--- config.mk ---
export PLATFORM = sky130hd
export DESIGN_NAME = onchip_debugger
export DESIGN_NICKNAME = d
export VERILOG_FILES = /design/src/logic/dbg_port_pkg.sv /design/src/logic/byte_fifo.sv /design/src/logic/onchip_debugger.sv
export VERILOG_INCLUDE_DIRS = /design/src /design/src/logic
export SDC_FILE = /design/constraint.sdc
export NUM_CORES = 1
export LEC_CHECK = 0
export BUFFER_PORTS_ARGS = -buffer_cell sky130_fd_sc_hd__buf_4
export CAP_MARGIN = 20
export CORE_ASPECT_RATIO = 1.25
export CORE_MARGIN = 2
export CORE_UTILIZATION = 41
export CTS_BUF_LIST = sky130_fd_sc_hd__clkbuf_8
export CTS_CLUSTER_SIZE = 12
export DETAILED_ROUTE_END_ITERATION = 16
export GPL_TIMING_DRIVEN = 1
export MAX_ROUTING_LAYER = met4
export PLACE_DENSITY = 0.55
export SETUP_SLACK_MARGIN = 0.2
export SLEW_MARGIN = 5
export SYNTH_ARGS = -nofsm -noshare
export SYNTH_HDL_FRONTEND = slang
export SYNTH_SLANG_ARGS = --single-unit
export TNS_END_PERCENT = 50
--- constraint.sdc ---
create_clock -name core_clk -period 8.68 [get_ports core_clk]
set_clock_uncertainty 0.1 [all_clocks]
set_input_delay 0.434 -clock core_clk [delete_from_list [all_inputs] [get_ports core_clk]]
set_output_delay 0.434 -clock core_clk [all_outputs]
set_load 0.03 [all_outputs]
--- src/logic/dbg_port_defines.svh ---
// How it works
// - Characters use one start bit, eight data bits LSB first, 1.5 stop bits.
// - After reset the port idles until the host's first character 80H.
// - The low time of start plus seven data bits sets the bit length.
// - Bit rates down to the core clock divided by 1023 are measured.
// - A 16-bit runtime counter counts core clocks once debug mode is left.
// - The runtime counter stops on debug entry and saturates at FFFFH.
// - A watchpoint hit enters debug mode and sets control bit 7.
// - Command codes 00H to 09H as listed; 01H is reserved.
// - Outside debug mode only 00H, 02H, 04H and 05H are executed.
// - Read protection disables 06H, 07H, 09H and restricts 08H and 04H.
// - Control write stores one byte; protected, the halt flag cannot clear.
// - Control read returns the control register byte.
// - Program counter write takes high then low; discarded if not allowed.
// - Program counter read returns high then low, or FFFFH if not allowed.
// - Register write: command, upper address, lower address, size, data; zero means 256.
// - Register writes dropped outside debug; protected, only flash control FF8H to FFFH passes, FF8H only with 63H.
// - Register read returns 1 to 256 bytes from the given address.
// - Debug pin low during stop mode requests a full system reset.
`ifndef DBG_PORT_DEFINES_SVH
`define DBG_PORT_DEFINES_SVH

// ****************************************
// Command codes
// ****************************************
`define CMD_REV_RD   8'h00
`define CMD_STAT_RD  8'h02
`define CMD_RUN_RD   8'h03
`define CMD_CTL_WR   8'h04
`define CMD_CTL_RD   8'h05
`define CMD_PC_WR    8'h06
`define CMD_PC_RD    8'h07
`define CMD_REG_WR   8'h08
`define CMD_REG_RD   8'h09

// ****************************************
// Fields, sizes and reset values
// ****************************************
`define BAUD_CHAR     8'h80
`define HALT_BIT      7
`define PROTECT_BIT   6
`define CTL_RESET     8'h00
`define RUN_MAX       16'hFFFF
`define PC_BLOCKED    16'hFFFF
`define TMR_W         14
`define BIT_W         10
`define BAUD_SHIFT    3
`define MIN_BIT_LEN   10'h004
`define FIFO_DEPTH    32

`endif

--- src/logic/dbg_port_pkg.sv ---
package dbg_port_pkg;

   typedef enum logic [2:0] {
      RX_BAUD_WAIT,
      RX_BAUD_LOW,
      RX_IDLE,
      RX_START,
      RX_DATA,
      RX_STOP
   } rx_state_type;

   typedef enum logic [1:0] {
      TX_IDLE,
      TX_START,
      TX_DATA,
      TX_STOP
   } tx_state_type;

   typedef enum logic [3:0] {
      C_CMD,
      C_RSP,
      C_CTL,
      C_PC_HI,
      C_PC_LO,
      C_ADR_HI,
      C_ADR_LO,
      C_SIZE,
      C_WDATA,
      C_RDATA
   } cmd_state_type;

endpackage

--- src/logic/byte_fifo.sv ---
`timescale 1ns/1ps
`include "dbg_port_defines.svh"

module byte_fifo import dbg_port_pkg::*; #(
   parameter int WIDTH = 8,
   parameter int DEPTH = `FIFO_DEPTH
) (
   // Clock and reset
   input wire logic core_clk,
   input wire logic rst_b,
   input wire logic clk_en,
   // Fill side
   input wire logic in_valid,
   output logic in_ready,
   input wire logic [WIDTH-1:0] in_data,
   // Drain side
   output logic out_valid,
   input wire logic out_ready,
   output logic [WIDTH-1:0] out_data
);

   localparam int PW = $clog2(DEPTH);

   typedef struct packed {
      logic [PW-1:0] wr_ptr;
      logic [PW-1:0] rd_ptr;
      logic [PW:0] count;
   } fifo_state_type;

   fifo_state_type s_q;
   fifo_state_type s_d;
   logic [WIDTH-1:0] mem [DEPTH];
   logic push;
   logic pop;

   assign in_ready = (s_q.count != (PW+1)'(DEPTH));
   assign out_valid = (s_q.count != '0);
   assign out_data = mem[s_q.rd_ptr];
   assign push = in_valid && in_ready;
   assign pop = out_valid && out_ready;

   always_comb begin
      s_d = s_q;
      if (push) begin
         s_d.wr_ptr = (s_q.wr_ptr == (PW)'(DEPTH-1)) ? '0 : s_q.wr_ptr + 1'b1;
      end
      if (pop) begin
         s_d.rd_ptr = (s_q.rd_ptr == (PW)'(DEPTH-1)) ? '0 : s_q.rd_ptr + 1'b1;
      end
      if (push && !pop) begin
         s_d.count = s_q.count + 1'b1;
      end else if (pop && !push) begin
         s_d.count = s_q.count - 1'b1;
      end
   end

   always_ff @(posedge core_clk or negedge rst_b) begin
      if (!rst_b) begin
         s_q <= '0;
      end else if (clk_en) begin
         s_q <= s_d;
      end
   end

   // Storage holds no reset
   always_ff @(posedge core_clk) begin
      if (clk_en && push) begin
         mem[s_q.wr_ptr] <= in_data;
      end
   end

endmodule // byte_fifo

--- src/logic/onchip_debugger.sv ---
`timescale 1ns/1ps
`include "dbg_port_defines.svh"

module onchip_debugger import dbg_port_pkg::*; #(
   parameter logic [15:0] REVISION = 16'h0A5C, // Arbitrary value
   parameter logic [11:0] FLASH_CTL_LO = 12'hFF8,
   parameter logic [11:0] FLASH_CTL_HI = 12'hFFF,
   parameter logic [11:0] FLASH_CMD_ADDR = 12'hFF8,
   parameter logic [7:0] MASS_ERASE = 8'h63,
   parameter int FIFO_DEPTH = `FIFO_DEPTH
) (
   // Clock and reset
   input wire logic core_clk,
   input wire logic rst_b,
   input wire logic clk_en,
   // Debug pin
   input wire logic debug_serial_pin_in,
   output logic debug_serial_pin_out,
   output logic debug_serial_pin_oe,
   // Core status
   input wire logic read_protect_option,
   input wire logic watchpoint_hit,
   input wire logic stop_mode,
   output logic sys_reset_req,
   output logic debug_halt_flag,
   output logic [7:0] debugger_control_reg,
   // Program counter
   input wire logic [15:0] pc_value,
   output logic pc_wr_valid,
   output logic [15:0] pc_wr_data,
   // Register file
   output logic reg_wr_valid,
   output logic [11:0] reg_wr_addr,
   output logic [7:0] reg_wr_data,
   output logic [11:0] reg_rd_addr,
   input wire logic [7:0] reg_rd_data
);

   typedef struct packed {
      logic [2:0] sync;
      logic line;
      rx_state_type rx_st;
      logic [`TMR_W-1:0] rx_tmr;
      logic [2:0] rx_bit;
      logic [7:0] rx_sh;
      logic rx_done;
      logic [`BIT_W-1:0] bit_len;
      tx_state_type tx_st;
      logic [`TMR_W-1:0] tx_tmr;
      logic [2:0] tx_bit;
      logic [7:0] tx_sh;
      logic tx_out;
      cmd_state_type cmd_st;
      logic rd_cmd;
      logic [7:0] ctl;
      logic [15:0] run_cnt;
      logic [15:0] word;
      logic [1:0] rsp_cnt;
      logic [11:0] addr;
      logic [8:0] size;
      logic [15:0] pc_data;
      logic pc_wr;
      logic reg_wr;
      logic [11:0] wr_addr;
      logic [7:0] wr_data;
      logic sys_rst;
   } state_type;

   state_type s_q;
   state_type s_d;

   logic fifo_in_valid;
   logic fifo_in_ready;
   logic [7:0] fifo_in_data;
   logic fifo_out_valid;
   logic fifo_out_ready;
   logic [7:0] fifo_out_data;

   // ****************************************
   // Helpers
   // ****************************************
   function automatic logic [`TMR_W-1:0] period(input logic [`BIT_W-1:0] len);
      period = `TMR_W'(len) - 1'b1;
   endfunction

   function automatic logic [`TMR_W-1:0] half_period(input logic [`BIT_W-1:0] len);
      half_period = `TMR_W'(len >> 1);
   endfunction

   function automatic logic flash_ok(input logic [11:0] a, input logic [7:0] d);
      flash_ok = (a >= FLASH_CTL_LO) && (a <= FLASH_CTL_HI) && ((a != FLASH_CMD_ADDR) || (d == MASS_ERASE));
   endfunction

   // ****************************************
   // Response buffer
   // ****************************************
   byte_fifo #(
      .WIDTH(8),
      .DEPTH(FIFO_DEPTH)
   ) u_rsp_fifo (
      .core_clk(core_clk),
      .rst_b(rst_b),
      .clk_en(clk_en),
      .in_valid(fifo_in_valid),
      .in_ready(fifo_in_ready),
      .in_data(fifo_in_data),
      .out_valid(fifo_out_valid),
      .out_ready(fifo_out_ready),
      .out_data(fifo_out_data)
   );

   // Half duplex: send only while the receiver rests on a high line
   assign fifo_out_ready = (s_q.tx_st == TX_IDLE) && (s_q.rx_st == RX_IDLE) && s_q.line;

   // ****************************************
   // Next state
   // ****************************************
   always_comb begin
      logic halt;
      logic prot;
      logic [7:0] b;
      s_d = s_q;
      halt = s_q.ctl[`HALT_BIT];
      prot = read_protect_option;
      b = s_q.rx_sh;
      fifo_in_valid = 1'b0;
      fifo_in_data = 8'h00;
      s_d.rx_done = 1'b0;
      s_d.pc_wr = 1'b0;
      s_d.reg_wr = 1'b0;

      // Pin synchroniser, change taken when the last two stages agree
      s_d.sync = {s_q.sync[1:0], debug_serial_pin_in};
      if (s_q.sync[1] == s_q.sync[2]) begin
         s_d.line = s_q.sync[2];
      end

      // Receiver and rate detector
      unique case (s_q.rx_st)
         RX_BAUD_WAIT: begin
            if (!s_q.line) begin
               s_d.rx_tmr = `TMR_W'(1);
               s_d.rx_st = RX_BAUD_LOW;
            end
         end
         RX_BAUD_LOW: begin
            if (s_q.rx_tmr != '1) begin
               s_d.rx_tmr = s_q.rx_tmr + 1'b1;
            end
            if (s_q.line) begin
               s_d.bit_len = `BIT_W'(s_q.rx_tmr >> `BAUD_SHIFT);
               if (s_d.bit_len < `MIN_BIT_LEN) begin
                  s_d.bit_len = `MIN_BIT_LEN;
               end
               s_d.rx_st = RX_IDLE;
            end
         end
         RX_IDLE: begin
            if (!s_q.line && (s_q.tx_st == TX_IDLE)) begin
               s_d.rx_tmr = half_period(s_q.bit_len);
               s_d.rx_st = RX_START;
            end
         end
         RX_START: begin
            if (s_q.rx_tmr != '0) begin
               s_d.rx_tmr = s_q.rx_tmr - 1'b1;
            end else if (!s_q.line) begin
               s_d.rx_tmr = period(s_q.bit_len);
               s_d.rx_bit = '0;
               s_d.rx_st = RX_DATA;
            end else begin
               s_d.rx_st = RX_IDLE;
            end
         end
         RX_DATA: begin
            if (s_q.rx_tmr != '0) begin
               s_d.rx_tmr = s_q.rx_tmr - 1'b1;
            end else begin
               s_d.rx_sh = {s_q.line, s_q.rx_sh[7:1]};
               s_d.rx_tmr = period(s_q.bit_len);
               s_d.rx_bit = s_q.rx_bit + 1'b1;
               if (s_q.rx_bit == 3'd7) begin
                  s_d.rx_st = RX_STOP;
               end
            end
         end
         RX_STOP: begin
            if (s_q.rx_tmr != '0) begin
               s_d.rx_tmr = s_q.rx_tmr - 1'b1;
            end else begin
               s_d.rx_done = s_q.line;
               s_d.rx_st = RX_IDLE;
            end
         end
         default: begin
            s_d.rx_st = RX_BAUD_WAIT;
         end
      endcase

      // Transmitter
      unique case (s_q.tx_st)
         TX_IDLE: begin
            s_d.tx_out = 1'b1;
            if (fifo_out_valid && fifo_out_ready) begin
               s_d.tx_sh = fifo_out_data;
               s_d.tx_out = 1'b0;
               s_d.tx_tmr = period(s_q.bit_len);
               s_d.tx_st = TX_START;
            end
         end
         TX_START: begin
            if (s_q.tx_tmr != '0) begin
               s_d.tx_tmr = s_q.tx_tmr - 1'b1;
            end else begin
               s_d.tx_out = s_q.tx_sh[0];
               s_d.tx_sh = s_q.tx_sh >> 1;
               s_d.tx_bit = '0;
               s_d.tx_tmr = period(s_q.bit_len);
               s_d.tx_st = TX_DATA;
            end
         end
         TX_DATA: begin
            if (s_q.tx_tmr != '0) begin
               s_d.tx_tmr = s_q.tx_tmr - 1'b1;
            end else if (s_q.tx_bit == 3'd7) begin
               s_d.tx_out = 1'b1;
               s_d.tx_tmr = period(s_q.bit_len) + half_period(s_q.bit_len);
               s_d.tx_st = TX_STOP;
            end else begin
               s_d.tx_out = s_q.tx_sh[0];
               s_d.tx_sh = s_q.tx_sh >> 1;
               s_d.tx_bit = s_q.tx_bit + 1'b1;
               s_d.tx_tmr = period(s_q.bit_len);
            end
         end
         TX_STOP: begin
            if (s_q.tx_tmr != '0) begin
               s_d.tx_tmr = s_q.tx_tmr - 1'b1;
            end else begin
               s_d.tx_st = TX_IDLE;
            end
         end
      endcase

      // Command engine
      unique case (s_q.cmd_st)
         C_CMD: begin
            if (s_q.rx_done) begin
               s_d.rd_cmd = (b == `CMD_REG_RD);
               unique case (b)
                  `CMD_REV_RD: begin
                     s_d.word = REVISION;
                     s_d.rsp_cnt = 2'd2;
                     s_d.cmd_st = C_RSP;
                  end
                  `CMD_STAT_RD: begin
                     s_d.word = {halt, prot, 6'b00_0000, 8'h00};
                     s_d.rsp_cnt = 2'd1;
                     s_d.cmd_st = C_RSP;
                  end
                  `CMD_RUN_RD: begin
                     if (halt) begin
                        s_d.word = s_q.run_cnt;
                        s_d.rsp_cnt = 2'd2;
                        s_d.cmd_st = C_RSP;
                     end
                  end
                  `CMD_CTL_WR: begin
                     s_d.cmd_st = C_CTL;
                  end
                  `CMD_CTL_RD: begin
                     s_d.word = {s_q.ctl, 8'h00};
                     s_d.rsp_cnt = 2'd1;
                     s_d.cmd_st = C_RSP;
                  end
                  `CMD_PC_WR: begin
                     s_d.cmd_st = C_PC_HI;
                  end
                  `CMD_PC_RD: begin
                     s_d.word = (halt && !prot) ? pc_value : `PC_BLOCKED;
                     s_d.rsp_cnt = 2'd2;
                     s_d.cmd_st = C_RSP;
                  end
                  `CMD_REG_WR, `CMD_REG_RD: begin
                     s_d.cmd_st = C_ADR_HI;
                  end
                  default: begin
                     s_d.cmd_st = C_CMD;
                  end
               endcase
            end
         end
         C_RSP: begin
            fifo_in_valid = 1'b1;
            fifo_in_data = s_q.word[15:8];
            if (fifo_in_ready) begin
               s_d.word = {s_q.word[7:0], 8'h00};
               s_d.rsp_cnt = s_q.rsp_cnt - 1'b1;
               if (s_q.rsp_cnt == 2'd1) begin
                  s_d.cmd_st = C_CMD;
               end
            end
         end
         C_CTL: begin
            if (s_q.rx_done) begin
               s_d.ctl = b;
               if (prot) begin
                  s_d.ctl[`HALT_BIT] = halt | b[`HALT_BIT];
               end
               s_d.cmd_st = C_CMD;
            end
         end
         C_PC_HI: begin
            if (s_q.rx_done) begin
               s_d.pc_data[15:8] = b;
               s_d.cmd_st = C_PC_LO;
            end
         end
         C_PC_LO: begin
            if (s_q.rx_done) begin
               s_d.pc_data[7:0] = b;
               s_d.pc_wr = halt && !prot;
               s_d.cmd_st = C_CMD;
            end
         end
         C_ADR_HI: begin
            if (s_q.rx_done) begin
               s_d.addr[11:8] = b[3:0];
               s_d.cmd_st = C_ADR_LO;
            end
         end
         C_ADR_LO: begin
            if (s_q.rx_done) begin
               s_d.addr[7:0] = b;
               s_d.cmd_st = C_SIZE;
            end
         end
         C_SIZE: begin
            if (s_q.rx_done) begin
               s_d.size = (b == 8'h00) ? 9'h100 : {1'b0, b};
               if (!s_q.rd_cmd) begin
                  s_d.cmd_st = C_WDATA;
               end else if (halt && !prot) begin
                  s_d.cmd_st = C_RDATA;
               end else begin
                  s_d.cmd_st = C_CMD;
               end
            end
         end
         C_WDATA: begin
            if (s_q.rx_done) begin
               s_d.reg_wr = halt && (!prot || flash_ok(s_q.addr, b));
               s_d.wr_addr = s_q.addr;
               s_d.wr_data = b;
               s_d.addr = s_q.addr + 1'b1;
               s_d.size = s_q.size - 1'b1;
               if (s_q.size == 9'h001) begin
                  s_d.cmd_st = C_CMD;
               end
            end
         end
         C_RDATA: begin
            fifo_in_valid = 1'b1;
            fifo_in_data = reg_rd_data;
            if (fifo_in_ready) begin
               s_d.addr = s_q.addr + 1'b1;
               s_d.size = s_q.size - 1'b1;
               if (s_q.size == 9'h001) begin
                  s_d.cmd_st = C_CMD;
               end
            end
         end
         default: begin
            s_d.cmd_st = C_CMD;
         end
      endcase

      // Watchpoint entry wins over a clear in the same cycle
      if (watchpoint_hit) begin
         s_d.ctl[`HALT_BIT] = 1'b1;
      end

      // Runtime counter
      if (halt && !s_d.ctl[`HALT_BIT]) begin
         s_d.run_cnt = '0;
      end else if (!halt && (s_q.run_cnt != `RUN_MAX)) begin
         s_d.run_cnt = s_q.run_cnt + 1'b1;
      end

      s_d.sys_rst = stop_mode && !s_q.line;
   end

   // ****************************************
   // State register
   // ****************************************
   always_ff @(posedge core_clk or negedge rst_b) begin
      if (!rst_b) begin
         s_q <= '{sync: 3'b111, line: 1'b1, rx_st: RX_BAUD_WAIT, rx_tmr: '0, rx_bit: '0, rx_sh: '0,
                  rx_done: 1'b0, bit_len: `MIN_BIT_LEN, tx_st: TX_IDLE, tx_tmr: '0, tx_bit: '0,
                  tx_sh: '0, tx_out: 1'b1, cmd_st: C_CMD, rd_cmd: 1'b0, ctl: `CTL_RESET,
                  run_cnt: '0, word: '0, rsp_cnt: '0, addr: '0, size: '0, pc_data: '0,
                  pc_wr: 1'b0, reg_wr: 1'b0, wr_addr: '0, wr_data: '0, sys_rst: 1'b0};
      end else if (clk_en) begin
         s_q <= s_d;
      end
   end

   // ****************************************
   // Outputs
   // ****************************************
   assign debug_serial_pin_out = s_q.tx_out;
   assign debug_serial_pin_oe = (s_q.tx_st != TX_IDLE);
   assign sys_reset_req = s_q.sys_rst;
   assign debug_halt_flag = s_q.ctl[`HALT_BIT];
   assign debugger_control_reg = s_q.ctl;
   assign pc_wr_valid = s_q.pc_wr;
   assign pc_wr_data = s_q.pc_data;
   assign reg_wr_valid = s_q.reg_wr;
   assign reg_wr_addr = s_q.wr_addr;
   assign reg_wr_data = s_q.wr_data;
   assign reg_rd_addr = s_q.addr;

endmodule // onchip_debugger

==> results by group <==
Clock network
  – CTS tree: built
  – CTS Root Cell: clkbuf_8
  – # resized after CTS: 0
  – TritonCTS Buffers: 71
  – Clock transition at the registers of the reported paths: 0.06 ns
  – H-tree levels: 3
  – CTS sink cnt: 450
  – Largest buffer count on any clock path: 3
  – Clock latency on the worst-skew pair: 0.63 ns

Critical path
  – Worst Setup Start Kind: flip-flop
  – Largest stage delay on the critical path: 0.73 ns
  – CP max FO: 17
  – Worst path top cell family by delay: simple AND/OR/NAND/NOR gates
  – CP endpoint kind: flip-flop
  – Terminus of the critical flop-to-flop path: u_rsp_fifo.s_q[5]
  – Setup slack, reg-to-reg: 4.78 ns
  – Worst path slowest cell: nor3b_2
  – Classification of the worst setup path: flip-flop to flip-flop
  – Worst path arrival time: 4.29 ns
  – Buffers and inverters on the worst path: 1
  – Worst r2r path cells: 13
  – CP Launch Point: s_q[172]
  – Worst R2R Start: s_q[172]
  – Worst-path cell chain: nor3b_2 -> o311ai_2 -> or2_2 -> ha_1 -> inv_1 -> ha_1 -> a21o_1 -> a21oi_1 -> o21bai_1 -> a21oi_1 -> xnor2_1 -> nand2_1 -> xnor2_1
  – Worst EP required: 9.08 ns

Power
  – Power Density: 324.1 mW/mm^2
  – Sw power: 0.003082 W
  – Switching Share: 38.26%
  – Sequential power share: 38.1%
  – Comb pwr share: 38.2%
  – P_int: 0.004972 W
  – Pwr Total: 0.008054 W
  – Clk pwr share: 23.7%
  – Worst vdd ir: 129.5 uV
  – Leak: 9.410 nW

STA
  – Minimum clock period: 3.899 ns
  – Endpoints failing hold: 0
  – Finish-stage setup viols: 0
  – Least-Margin Pin Slew: 1.035 ns
  – RSZ-0062 raised after global routing: no
  – Worst slew margin: 30.54%
  – Period utilization: 44.91%
  – Slew Limit Fails: 0
  – Achievable frequency: 256.5 MHz
  – Hold Slack: 0.05570 ns
  – Setup_tns: 0 ns

Finish
  – Max reg flops: 256
  – Reg with most FFs: u_rsp_fifo.mem
  – Biggest regs: u_rsp_fifo.mem: 256 flops, s_q: 116 flops
  – Nets: 1,923
  – Final Cell Area: 0.02485 sq mm
  – # fillers: 4,907
  – Area growth from synthesis to layout: 11.09%
  – Share of layout cells above drive strength 1: 22.06%
  – Post-layout util: 46.14%

Synth
  – Synthesized flop and latch total: 450
  – Seq/Total Area, Yosys: 56.11%
  – Top_reg_cell synth: edfxtp_1
  – Post-synthesis area per instance: 12.33 sq um
  – Post-synth EDFFs: 256
  – Cell variety after synth: 87
  – Cells after Synth: 1,814
  – Fraction of registers with async set/reset: 43.11%
  – Post-Synthesis Cell Area: 0.02237 sq mm
  – Post-synth net total: 1,889
  – Warnings, synthesis: 0

Detailed routing
  – First drt pass iteration count: 5
  – DRC viols: 0
  – DRT Wirelength: 55,120 um
  – Initial DRC Count: 949
  – WL per Instance: 20.94 um
  – Via Count: 14,730
  – Remaining antenna violation count: 0
  – Via density: 5.596

Global route
  – Vias in the first global route: 15,220
  – Initial antenna violation count: 1
  – Largest net degree at the start of global routing: 73
  – Gr usage total: 20.42%
  – Global-route wire length before repair: 86,580 um
  – GRT Residual Overflow: 0

Min path
  – Hold Path Origin: read_protect_option
  – Hold Path Class: primary input to flip-flop
  – Worst hold endpoint: debugger_control_reg[7]
  – Hold Crit Depth: 3

Floorplanning
  – Die X: 212.9 um
  – Initial cell density of the core: 41.54%
  – DIE AREA: 0.05645 sq mm
  – Core ar.: 0.05385 sq mm
  – DIE HEIGHT: 265.1 um
  – Site Rows: 95
  – Io pins: 93

Flow run
  – Max-cap violation count: 0

Placed design
  – Routability cong.: 0.8632
  – Placement Cell Area: 0.02331 sq mm
  – Hpwl dp: 37,660 um
  – Port Buffers: 92

Run status
  – Status: finished, final reports clean
## layer usage
layer	track usage, %	share of wire (%)	wire length [um]	vias up
li1	-	-	-	6822
met1	25.02	42	23030	7421
met2	33.95	50	27800	362
met3	3.022	4.2	2342	124
met4	8.240	3.5	1943	0
met5	-	0	0	-
## area by class of cell
class	count	area, sq um	share of cell area, %
sequential	450	12560	50.53
multi-input combinational	1153	8765	35.28
clock buffer	80	1101	4.431
timing repair buffer	120	914.6	3.681
tap	727	909.6	3.661
clock inverter	49	402.9	1.622
inverter	52	195.2	0.7856
antenna	1	2.502	0.01007
## worst register-to-register path, cell delays in order, from the launching register on
cell      delay (ns)
dfrtp_1         0.63
nor3b_2         0.73
o311ai_2        0.31
or2_2           0.36
ha_1            0.20
inv_1           0.18
ha_1            0.28
a21o_1          0.18
a21oi_1         0.22
o21bai_1        0.09
a21oi_1         0.18
xnor2_1         0.13
nand2_1         0.08
xnor2_1         0.12
## repair_timing
item,CTS,global route
setup buffers,0,0
hold endpoints to repair,58,0
hold buffers,3,0
## power by group through the flow
stage,combinational (W),sequential [W],clock [W]
final,0.00308,0.00307,0.00191
after floorplan,0.00239,0.00292,0
after global placement,0.00305,0.00310,0
after detailed placement,0.00308,0.00311,0
after CTS,0.00309,0.00307,0.00196
after global routing,0.00338,0.00312,0.00205
## cells in the mapped netlist (all sizes together) (5+ instances only)
master / instances / area (sq um)
xor2: 18 / 157.7
a22o: 12 / 105.1
a21oi: 87 / 442.9
mux2i: 12 / 120.1
nor2b: 9 / 56.30
nand3b: 6 / 45.04
o31ai: 16 / 120.1
o211ai: 12 / 90.09
edfxtp: 256 / 7687
clkbuf: 71 / 269.0
nor3b: 5 / 47.54
nor4b: 6 / 80.08
or2: 8 / 50.05
mux2: 73 / 822.0
inv: 52 / 195.2
nand4: 14 / 87.58
nand2: 142 / 533.0
o21a: 5 / 37.54
and3: 10 / 62.56
a22oi: 12 / 90.09
a211oi: 10 / 75.07
buf: 88 / 623.1
a21o: 9 / 67.56
xnor2: 34 / 297.8
o22ai: 18 / 112.6
nor4: 12 / 123.9
a221oi: 5 / 67.57
mux4: 80 / 1802
ha: 42 / 525.5
dfrtp: 188 / 4705
o22a: 8 / 70.07
nor2: 171 / 641.9
nand2b: 19 / 118.9
o21ai: 109 / 545.5
nor3: 44 / 220.2
and2: 5 / 31.28
a31oi: 22 / 143.9
dfstp: 6 / 157.7
nand3: 37 / 185.2
o221ai: 9 / 78.83
or3: 10 / 67.56
## metrics by stage
step                      setup WS [ns]  cells
after floorplan                   5.440   1814
after detailed placement          4.769   2499
after global routing              4.454   2632
final                             4.781   2632
after global placement            4.870   2499
after CTS                         4.746   2631
## worst max path at each step
stage | to | slack (ns) | depth (start not counted)
after floorplan | u_rsp_fifo.s_q[5] | 5.44 | 14
after global routing | u_rsp_fifo.s_q[5] | 4.45 | 13
after global placement | u_rsp_fifo.s_q[5] | 4.87 | 13
after CTS | u_rsp_fifo.s_q[5] | 4.75 | 13
after detailed placement | u_rsp_fifo.s_q[5] | 4.77 | 13
final | u_rsp_fifo.s_q[5] | 4.78 | 13
## placed cells by master (no fill, tap or decap), drive strengths merged, types with 12 or more instances in the layout
| master | n |
|---|---|
| buf | 116 |
| o22ai | 18 |
| mux4 | 80 |
| mux2 | 73 |
| nor4 | 12 |
| nor3 | 44 |
| xor2 | 18 |
| nand2b | 19 |
| a22o | 12 |
| inv | 71 |
| clkinv | 20 |
| edfxtp | 256 |
| a22oi | 12 |
| nand3 | 37 |
| nand2 | 142 |
| nand4 | 14 |
| xnor2 | 34 |
| ha | 42 |
| mux2i | 12 |
| dfrtp | 188 |
| o21ai | 109 |
| o31ai | 16 |
| o211ai | 12 |
| a31oi | 22 |
| nor2 | 171 |
| clkbuf | 81 |
| a21oi | 87 |
## cell families (layout without fill, tap and decap cells)
logic type	Yosys count	in the layout	share of synthesized area (%)
simple gates	514	514	11.14
flops	450	450	56.11
compound gates	378	378	11.05
mux	165	165	12.27
other cells	0	1	0
xor+xnor	52	52	2.036
fa+ha+maj	44	44	2.529
buf+inv	211	301	4.862
Power figures use the tool's default switching activity.
